## src/rtl/bridge_pwm_pkg.sv

```systemverilog
// Constants shared by the bridge PWM output stage: register map, bit fields and timing.
package bridge_pwm_pkg;

    // Register byte addresses on the AHB-Lite bus.
    localparam logic [7:0] ADDR_CTRL = 8'h00;
    localparam logic [7:0] ADDR_STATUS = 8'h04;
    localparam logic [7:0] ADDR_IRQ_STATUS = 8'h08;
    localparam logic [7:0] ADDR_IRQ_MASK = 8'h0c;
    localparam logic [7:0] ADDR_DEAD_TIME = 8'h10;
    localparam logic [7:0] ADDR_TRIP_COUNT = 8'h14;

    // Control register fields.
    localparam int CTRL_ENABLE_BIT = 0;
    localparam logic CTRL_ENABLE_RESET = 1'b1;

    // Live status register fields.
    localparam int ST_SHUTDOWN_BIT = 0;
    localparam int ST_SUPPLY_BIT = 1;
    localparam int ST_NO_OC_BIT = 2;
    localparam int ST_DIR_BIT = 3;
    localparam int ST_DUTY_BIT = 4;

    // Interrupt status and mask fields.
    localparam int IRQ_W = 3;
    localparam int IRQ_TRIP_BIT = 0;
    localparam int IRQ_RESUME_BIT = 1;
    localparam int IRQ_SUPPLY_BIT = 2;
    localparam logic [IRQ_W-1:0] IRQ_MASK_RESET = 3'h0;

    // Synchronised pin vector positions.
    localparam int PIN_W = 5;
    localparam int PIN_DUTY = 0;
    localparam int PIN_SWCLK = 1;
    localparam int PIN_NO_OC = 2;
    localparam int PIN_SUPPLY = 3;
    localparam int PIN_DIR = 4;

    // Timing.
    localparam int CLK_PERIOD_NS = 10;
    localparam int DEAD_TIME_NS = 500;
    localparam int CNT_W = 16;
    localparam logic [CNT_W-1:0] DEAD_CYCLES = CNT_W'((DEAD_TIME_NS + CLK_PERIOD_NS - 1) / CLK_PERIOD_NS);
    localparam logic [CNT_W-1:0] DEAD_MIN = 16'h0001;
    localparam int PUMP_HALF_PERIOD_NS = 8000;
    localparam logic [CNT_W-1:0] PUMP_HALF_CYCLES = CNT_W'(PUMP_HALF_PERIOD_NS / CLK_PERIOD_NS);
    localparam int SUPPLY_DELAY_US = 10000;
    localparam int SUPPLY_DELAY_CYCLES = (SUPPLY_DELAY_US * 1000) / CLK_PERIOD_NS;
    localparam int SUPPLY_CNT_W = 24;

endpackage

```

## src/rtl/bridge_pwm_fault_gate.sv

```systemverilog
// Full-bridge PWM output stage with dead time, direction hold, overcurrent shutdown and AHB-Lite registers.
//
// Contract
// - Left upper command follows the duty pulse; left lower command is its inverse.
// - While shutdown is set the duty buffer enable is released.
// - While shutdown is set both left commands are forced low.
// - Dead time separates the complementary commands; a leg never conducts on both switches.
// - Direction input holds right upper on for one sense, right lower for the other.
// - Four separate gate commands: left upper, left lower, right upper, right lower.
// - Supply-good release rises only after a fixed delay once supply is present.
// - Supply loss discharges the delay; release drops and the full delay restarts.
// - Enable condition is no-overcurrent AND supply-good release.
// - With enable condition high, shutdown clears at the first switching clock rise.
// - Switching clock path is delayed so the enable condition settles first.
// - Overcurrent sets shutdown at once, without waiting for a switching clock edge.
// - After overcurrent ends, shutdown clears only at the next switching clock rise.
// - Overcurrent indication is active low.
// - Charge-pump refresh is a free 62.5 kHz, 50 percent square wave.
`timescale 1ns/10ps

module bridge_pwm_fault_gate #(
    parameter int SUPPLY_DELAY = bridge_pwm_pkg::SUPPLY_DELAY_CYCLES
) (
    input wire logic core_clk,
    input wire logic rst_n,
    input wire logic dutyPulse,
    input wire logic switchClk,
    input wire logic no_overcurrent_ind,
    input wire logic supplyPresent,
    input wire logic direction_select,
    output logic left_upper_gate_cmd,
    output logic left_lower_gate_cmd,
    output logic right_upper_gate_cmd,
    output logic right_lower_gate_cmd,
    output logic dutyBufferEn,
    output logic shutdownFlag,
    output logic supplyGoodRelease,
    output logic chargePumpRefresh,
    output logic irq,
    input wire logic hsel,
    input wire logic [31:0] haddr,
    input wire logic [1:0] htrans,
    input wire logic hwrite,
    input wire logic [2:0] hsize,
    input wire logic [31:0] hwdata,
    input wire logic hready,
    output logic [31:0] hrdata,
    output logic hreadyout,
    output logic hresp
);
    import bridge_pwm_pkg::*;

    localparam logic [SUPPLY_CNT_W-1:0] SUPPLY_TARGET = SUPPLY_CNT_W'(SUPPLY_DELAY);

    // Two-stage synchronisers for every pin; the switching clock gets a third stage.
    logic [PIN_W-1:0] pinMeta_q;
    logic [PIN_W-1:0] pinSync_q;
    logic swClkDly_q;
    logic swClkPrev_q;

    always_ff @(posedge core_clk) begin
        if (!rst_n) begin
            pinMeta_q <= '0;
            pinSync_q <= '0;
        end else begin
            pinMeta_q <= {direction_select, supplyPresent, no_overcurrent_ind, switchClk, dutyPulse};
            pinSync_q <= pinMeta_q;
        end
    end

    // The extra stage lets the enable condition settle a cycle ahead of the clearing edge.
    always_ff @(posedge core_clk) begin
        if (!rst_n) begin
            swClkDly_q <= 1'b0;
            swClkPrev_q <= 1'b0;
        end else begin
            swClkDly_q <= pinSync_q[PIN_SWCLK];
            swClkPrev_q <= swClkDly_q;
        end
    end

    logic dutyLvl;
    logic overcurrent;
    logic dirLvl;
    logic swClkRise;
    assign dutyLvl = pinSync_q[PIN_DUTY];
    assign overcurrent = !pinSync_q[PIN_NO_OC];
    assign dirLvl = pinSync_q[PIN_DIR];
    assign swClkRise = swClkDly_q && !swClkPrev_q;

    // Supply-good release delay.
    logic [SUPPLY_CNT_W-1:0] supplyCnt_q;
    logic supplyGood_q;

    always_ff @(posedge core_clk) begin
        if (!rst_n) begin
            supplyCnt_q <= '0;
            supplyGood_q <= 1'b0;
        end else if (!pinSync_q[PIN_SUPPLY]) begin
            supplyCnt_q <= '0;
            supplyGood_q <= 1'b0;
        end else if (supplyCnt_q >= SUPPLY_TARGET) begin
            supplyGood_q <= 1'b1;
        end else begin
            supplyCnt_q <= supplyCnt_q + 1'b1;
        end
    end

    // Shutdown flag: set while the enable condition is low, cleared by a switching clock rise.
    logic gated_enable_cond;
    logic shutdown_q;
    assign gated_enable_cond = !overcurrent && supplyGood_q;

    always_ff @(posedge core_clk) begin
        if (!rst_n) begin
            shutdown_q <= 1'b1;
        end else if (!gated_enable_cond) begin
            shutdown_q <= 1'b1;
        end else if (swClkRise) begin
            shutdown_q <= 1'b0;
        end
    end

    // Software control registers.
    logic ctrlEnable_q;
    logic [CNT_W-1:0] deadTime_q;
    logic [IRQ_W-1:0] irqMask_q;
    logic [IRQ_W-1:0] irqStatus_q;
    logic [CNT_W-1:0] tripCount_q;
    logic [CNT_W-1:0] deadEff;
    assign deadEff = (deadTime_q < DEAD_MIN) ? DEAD_MIN : deadTime_q;

    // Dead-time qualifiers: phase 0 waits for the duty pulse high, phase 1 for it low.
    logic [1:0] phaseOk;
    genvar p;
    generate
        for (p = 0; p < 2; p++) begin : g_phase
            logic [CNT_W-1:0] holdCnt_q;
            logic phaseLvl;
            assign phaseLvl = (p == 0) ? dutyLvl : !dutyLvl;
            assign phaseOk[p] = phaseLvl && (holdCnt_q >= deadEff);
            always_ff @(posedge core_clk) begin
                if (!rst_n) begin
                    holdCnt_q <= '0;
                end else if (!phaseLvl) begin
                    holdCnt_q <= '0;
                end else if (holdCnt_q < deadEff) begin
                    holdCnt_q <= holdCnt_q + 1'b1;
                end
            end
        end
    endgenerate

    // Direction changes also get a dead time so the right leg breaks before it makes.
    logic dirPrev_q;
    logic [CNT_W-1:0] dirCnt_q;
    logic dirOk;
    assign dirOk = (dirLvl == dirPrev_q) && (dirCnt_q >= deadEff);

    always_ff @(posedge core_clk) begin
        if (!rst_n) begin
            dirPrev_q <= 1'b0;
            dirCnt_q <= '0;
        end else begin
            dirPrev_q <= dirLvl;
            if (dirLvl != dirPrev_q) begin
                dirCnt_q <= '0;
            end else if (dirCnt_q < deadEff) begin
                dirCnt_q <= dirCnt_q + 1'b1;
            end
        end
    end

    // Gate command flip-flops.
    logic runLeft;
    logic runRight;
    assign runLeft = ctrlEnable_q && !shutdown_q;
    assign runRight = ctrlEnable_q && supplyGood_q && dirOk;

    always_ff @(posedge core_clk) begin
        if (!rst_n) begin
            left_upper_gate_cmd <= 1'b0;
            left_lower_gate_cmd <= 1'b0;
            right_upper_gate_cmd <= 1'b0;
            right_lower_gate_cmd <= 1'b0;
            dutyBufferEn <= 1'b0;
            shutdownFlag <= 1'b1;
            supplyGoodRelease <= 1'b0;
        end else begin
            left_upper_gate_cmd <= runLeft && phaseOk[0];
            left_lower_gate_cmd <= runLeft && phaseOk[1];
            right_upper_gate_cmd <= runRight && dirLvl;
            right_lower_gate_cmd <= runRight && !dirLvl;
            dutyBufferEn <= !shutdown_q;
            shutdownFlag <= shutdown_q;
            supplyGoodRelease <= supplyGood_q;
        end
    end

    // Charge-pump refresh runs from reset regardless of duty or shutdown.
    logic [CNT_W-1:0] pumpCnt_q;

    always_ff @(posedge core_clk) begin
        if (!rst_n) begin
            pumpCnt_q <= '0;
            chargePumpRefresh <= 1'b0;
        end else if (pumpCnt_q == PUMP_HALF_CYCLES - 1'b1) begin
            pumpCnt_q <= '0;
            chargePumpRefresh <= !chargePumpRefresh;
        end else begin
            pumpCnt_q <= pumpCnt_q + 1'b1;
        end
    end

    // Interrupt events.
    logic shutdownPrev_q;
    logic supplyPrev_q;
    logic [IRQ_W-1:0] irqEvent;

    always_ff @(posedge core_clk) begin
        if (!rst_n) begin
            shutdownPrev_q <= 1'b1;
            supplyPrev_q <= 1'b0;
        end else begin
            shutdownPrev_q <= shutdown_q;
            supplyPrev_q <= supplyGood_q;
        end
    end

    always_comb begin
        irqEvent = '0;
        irqEvent[IRQ_TRIP_BIT] = shutdown_q && !shutdownPrev_q;
        irqEvent[IRQ_RESUME_BIT] = !shutdown_q && shutdownPrev_q;
        irqEvent[IRQ_SUPPLY_BIT] = supplyGood_q && !supplyPrev_q;
    end

    // Trip counter saturates so a stuck fault cannot wrap back to a small count.
    always_ff @(posedge core_clk) begin
        if (!rst_n) begin
            tripCount_q <= '0;
        end else if (irqEvent[IRQ_TRIP_BIT] && (tripCount_q != '1)) begin
            tripCount_q <= tripCount_q + 1'b1;
        end
    end

    // AHB-Lite slave: zero wait states, address phase captured, write applied in the data phase.
    logic wrPending_q;
    logic [7:0] wrAddr_q;
    logic addrPhase;
    assign addrPhase = hsel && htrans[1] && hready;

    always_ff @(posedge core_clk) begin
        if (!rst_n) begin
            wrPending_q <= 1'b0;
            wrAddr_q <= '0;
        end else begin
            wrPending_q <= addrPhase && hwrite;
            if (addrPhase) begin
                wrAddr_q <= haddr[7:0];
            end
        end
    end

    logic wrCtrl;
    logic wrIrqStatus;
    logic wrIrqMask;
    logic wrDead;
    assign wrCtrl = wrPending_q && (wrAddr_q == ADDR_CTRL);
    assign wrIrqStatus = wrPending_q && (wrAddr_q == ADDR_IRQ_STATUS);
    assign wrIrqMask = wrPending_q && (wrAddr_q == ADDR_IRQ_MASK);
    assign wrDead = wrPending_q && (wrAddr_q == ADDR_DEAD_TIME);

    always_ff @(posedge core_clk) begin
        if (!rst_n) begin
            ctrlEnable_q <= CTRL_ENABLE_RESET;
            deadTime_q <= DEAD_CYCLES;
            irqMask_q <= IRQ_MASK_RESET;
        end else begin
            if (wrCtrl) begin
                ctrlEnable_q <= hwdata[CTRL_ENABLE_BIT];
            end
            if (wrDead) begin
                deadTime_q <= hwdata[CNT_W-1:0];
            end
            if (wrIrqMask) begin
                irqMask_q <= hwdata[IRQ_W-1:0];
            end
        end
    end

    // A new event wins over a write-one-to-clear in the same cycle.
    always_ff @(posedge core_clk) begin
        if (!rst_n) begin
            irqStatus_q <= '0;
        end else if (wrIrqStatus) begin
            irqStatus_q <= (irqStatus_q & ~hwdata[IRQ_W-1:0]) | irqEvent;
        end else begin
            irqStatus_q <= irqStatus_q | irqEvent;
        end
    end

    always_ff @(posedge core_clk) begin
        if (!rst_n) begin
            irq <= 1'b0;
        end else begin
            irq <= |(irqStatus_q & irqMask_q);
        end
    end

    // Read data is sampled in the address phase; unmapped addresses read as zero.
    logic [31:0] rdMux;

    always_comb begin
        rdMux = '0;
        unique case (haddr[7:0])
            ADDR_CTRL: rdMux[CTRL_ENABLE_BIT] = ctrlEnable_q;
            ADDR_STATUS: begin
                rdMux[ST_SHUTDOWN_BIT] = shutdown_q;
                rdMux[ST_SUPPLY_BIT] = supplyGood_q;
                rdMux[ST_NO_OC_BIT] = !overcurrent;
                rdMux[ST_DIR_BIT] = dirLvl;
                rdMux[ST_DUTY_BIT] = dutyLvl;
            end
            ADDR_IRQ_STATUS: rdMux[IRQ_W-1:0] = irqStatus_q;
            ADDR_IRQ_MASK: rdMux[IRQ_W-1:0] = irqMask_q;
            ADDR_DEAD_TIME: rdMux[CNT_W-1:0] = deadTime_q;
            ADDR_TRIP_COUNT: rdMux[CNT_W-1:0] = tripCount_q;
            default: rdMux = '0;
        endcase
    end

    always_ff @(posedge core_clk) begin
        if (!rst_n) begin
            hrdata <= '0;
            hreadyout <= 1'b0;
            hresp <= 1'b0;
        end else begin
            hreadyout <= 1'b1;
            hresp <= 1'b0;
            if (addrPhase && !hwrite) begin
                hrdata <= rdMux;
            end
        end
    end

endmodule

```

## config.mk

```make
export PLATFORM = sky130hd
export DESIGN_NAME = bridge_pwm_fault_gate
export DESIGN_NICKNAME = d
export VERILOG_FILES = /design/src/rtl/bridge_pwm_pkg.sv /design/src/rtl/bridge_pwm_fault_gate.sv
export SDC_FILE = /design/constraint.sdc
export NUM_CORES = 1
export LEC_CHECK = 0
export ABC_AREA = 1
export CAP_MARGIN = 20
export CORE_MARGIN = 4
export CORE_UTILIZATION = 58
export DETAILED_ROUTE_END_ITERATION = 10
export DONT_BUFFER_PORTS = 1
export MAX_ROUTING_LAYER = met4
export PLACE_DENSITY = 0.78
export SETUP_SLACK_MARGIN = 0.2
export SYNTH_ARGS = -nofsm -noshare
export SYNTH_HDL_FRONTEND = slang
export SYNTH_SLANG_ARGS = --single-unit
export TNS_END_PERCENT = 10
```

## constraint.sdc

```tcl
create_clock -name core_clk -period 2 [get_ports core_clk]
set_input_delay 0.5 -clock core_clk [delete_from_list [all_inputs] [get_ports core_clk]]
set_output_delay 0.5 -clock core_clk [all_outputs]
set_load 0.01 [all_outputs]
```

==> impl_metrics.ini <==
[die]
rows = 47
die_h_um = 139
die_area_mm2 = 0.0193
core_mm2 = 0.0167
die_w_um = 139
start_util = 0.595
io_pins = 122

[grt]
grt_usage = 0.265
overflow = 0
grt_pass1_vias = 8768
grt_max_degree = 57
antenna_found_initial = 0
grt_pass1_wl_mm = 41.6

[cts]
clock_latency_ps = 450
clock_path_buffers = 2
cts_buffers = 17
clkTransAtPathRegs_ps = 80
hold_buffers = 0
cts_tree = done
htree_levels = 4
clock_sinks = 177
root_buffer = clkbuf_16

[critical_path]
regToRegSetupSlack_ps = -120
worst-path-max-fanout = 16
cp_common_cell = nand2_1
worstPathArrival_ps = 2500
worst_setup_path_start_kind = flip-flop
critPathSlowestCell = dfxtp_1
required_ps = 2370
end_kind = flip-flop
crit_type = reg -> reg
cpPeakStageDelay_ps = 310
path_cells = inv_2, nand4_1, nor2_1, a41o_1, ha_1, inv_1, nand2_1, nand2_1, nand2_1, nand2_1, nand2_1, nand2_1, nand2_4, buf_12, nand3_1, a21oi_2

[yosys]
synthCells = 1463
yosysTopAreaCell = dfxtp_1
synth_top_area_frac = 0.356
yosysWarnings = 0
ys_ff_latch = 177
ys_types = 44
syn_area_mm2 = 0.00994
synth_area_per_cell_um2 = 6.80
ys_seq_area_frac = 0.356
synth_area_leaders = dfxtp_1 36%, nand2_1 14%, ha_1 6.9%, nor2_1 6.8%, a21oi_1 6.5%

[drt]
drtPass1Iterations = 6
num_vias = 9507
finalWirelength_mm = 25.1
drc = 0
ant_nets = 0
wl_per_cell_um = 14.5
drt_iter0_drc = 695
viasPerCell = 5.49

[power_and_ir_drop]
switching_share = 0.265
powerDensity_mw_per_mm2 = 645
sequentialPowerShare = 0.495
power_frac_comb = 0.033
clkPwrFrac = 0.472
total_power_mw = 7.30
p_leak_nw = 4.69
internal_power_mw = 5.37
vdd_drop_max_uv = 693
netSwitchingPower_mw = 1.94

[status]
outcome = finished with violations
violations = negative setup slack

[finish]
nNetsFinal = 1632
final_common_cell = nand2_1
antenna_cells = 0
drive_above_1_share = 0.110
area_delta_synth_final_pct = 13.9
final_cell_mix = 369 x nand2_1, 178 x nor2_1, 175 x dfxtp_1, 137 x inv_1, 115 x a21oi_1
final_cell_area_mm2 = 0.0113

[hold_path]
hp-class = in -> reg

[timing]
min_period_ps = 2120
worstMarginPinSlew_ps = 592
period_share = 1.06
fmax_mhz = 471
finalHoldViolCount = 0
setup_viol = 52
rsz0062_at_grt = true
slew_viol_final = 0
skew_ps = 11.8
maxSlewHeadroom = 0.605
fin_ws_ps = -123

[placed_design]
dpl.hpwl_mm = 18.0
numPortBuffers = 0
place_congestion = 0.930
placed_cell_area_mm2 = 0.0104

[job]
maxCapViolCount = 0
-- what timing repair did --
item	4_1_cts	5_1_grt
gates resized for setup	5	46
setup endpoints to repair	64	72
gates cloned	0	2
buffers inserted	1	1
pin swaps	2	33
-- final timing paths --
check,end,cells after the start,from
max,g_phase[1].holdCnt_q[0],16,deadTime_q[11]
min,hreadyout,0,rst_n
max reg2reg,g_phase[1].holdCnt_q[0],16,deadTime_q[11]
min reg2reg,pinSync_q[3],2,pinMeta_q[3]
-- synthesized netlist by cell type --
| cell type | count |
|---|---|
| nor2_1 | 180 |
| nand3_4 | 1 |
| o211ai_1 | 3 |
| xor2_1 | 36 |
| a22oi_1 | 1 |
| nor2_8 | 1 |
| nand2_4 | 1 |
| a41o_1 | 1 |
| a21oi_1 | 130 |
| nand2_1 | 380 |
| clkbuf_1 | 18 |
| a31oi_1 | 2 |
| nor4_1 | 4 |
| buf_6 | 1 |
| nor3b_1 | 1 |
| nand3_1 | 114 |
| a21o_1 | 3 |
| buf_4 | 21 |
| nor2_2 | 3 |
| xnor2_1 | 14 |
| nor3_2 | 4 |
| nor3_1 | 18 |
| nand4_1 | 34 |
| o21ai_0 | 49 |
| clkinv_1 | 2 |
| a21oi_2 | 7 |
| buf_1 | 2 |
| o21ai_1 | 15 |
| or2_2 | 2 |
| buf_2 | 15 |
| o21ai_4 | 1 |
| or2_0 | 1 |
| o22ai_1 | 8 |
| ha_1 | 55 |
| dfxtp_1 | 177 |
| nand3_2 | 1 |
| nand2_2 | 5 |
| inv_1 | 144 |
| nor2_4 | 1 |
| and3b_1 | 1 |
| conb_1 | 1 |
| inv_2 | 1 |
| and3_1 | 1 |
| nand3b_1 | 3 |
-- critical path, delay by kind of cell (launching register included) --
family / cells / cell delay (ps)
AO/OA/AOI/OAI: 2 / 460
adder cells (fa/ha/maj): 1 / 180
buffers and inverters: 3 / 220
flip-flops: 1 / 310
AND/OR/NAND/NOR: 10 / 900
-- flip-flops by register name, indices dropped and copies added, names as in the netlist, 8 cells and up --
register           count
supplyCnt_q           24
g_phase.holdCnt_q     32
dirCnt_q              16
tripCount_q           16
wrAddr_q               8
deadTime_q            16
hrdata                16
pumpCnt_q             16
-- power by group through the flow --
stage	combinational, mW	sequential, mW	clock, mW
6_report	0.243	3.62	3.44
3_5_place_dp	0.229	3.70	0
2_1_floorplan	0.209	3.68	0
5_1_grt	0.277	3.62	3.65
3_3_place_gp	0.222	3.70	0
4_1_cts	0.233	3.61	3.49
-- per-stage QoR --
step | hold WS [ps] | setup TNS (ps) | util | std cells | setup slack (ps)
finish | 84.6 | -2720 | 0.678 | 1731 | -123
detailed placement | 398 | -232 | 0.625 | 1695 | -25.5
floorplan | 381 | 0 | - | 1479 | 183
global placement | 391 | 0 | 0.625 | 1695 | 19.2
CTS | 71.9 | -977 | 0.665 | 1728 | -61.2
global route | 65.5 | -10520 | 0.678 | 1731 | -263
-- per-layer routing --
layer  track usage  wire length [µm]  part of all wire  up-vias
li1              -                 -                 -     4821
met1         0.334             11000              0.44     4350
met2         0.414             11700              0.46      286
met3        0.0631              1810             0.072       50
met4         0.101               668             0.027        0
met5             -                 0                 0        -
-- kinds of logic (layout without fill, tap and decap cells) --
kind of cell / count (synthesis) / count (layout) / share of synthesized area
AO/OA/AOI/OAI: 220 / 220 / 0.118
XOR/XNOR: 50 / 50 / 0.0440
adder cells (fa/ha/maj): 55 / 55 / 0.0692
buffers and inverters: 204 / 234 / 0.0876
flip-flops: 177 / 177 / 0.356
other: 1 / 17 / 0.000377
AND/OR/NAND/NOR: 756 / 758 / 0.324
-- cell type report --
class	instances	area (µm²)
clock inverter	15	206
fill	1435	5380
inverter	147	552
multi-input combinational	1100	5840
clock buffer	17	425
tap	220	275
sequential	177	3550
timing repair buffer	55	470
Power figures use the tool's default switching activity.
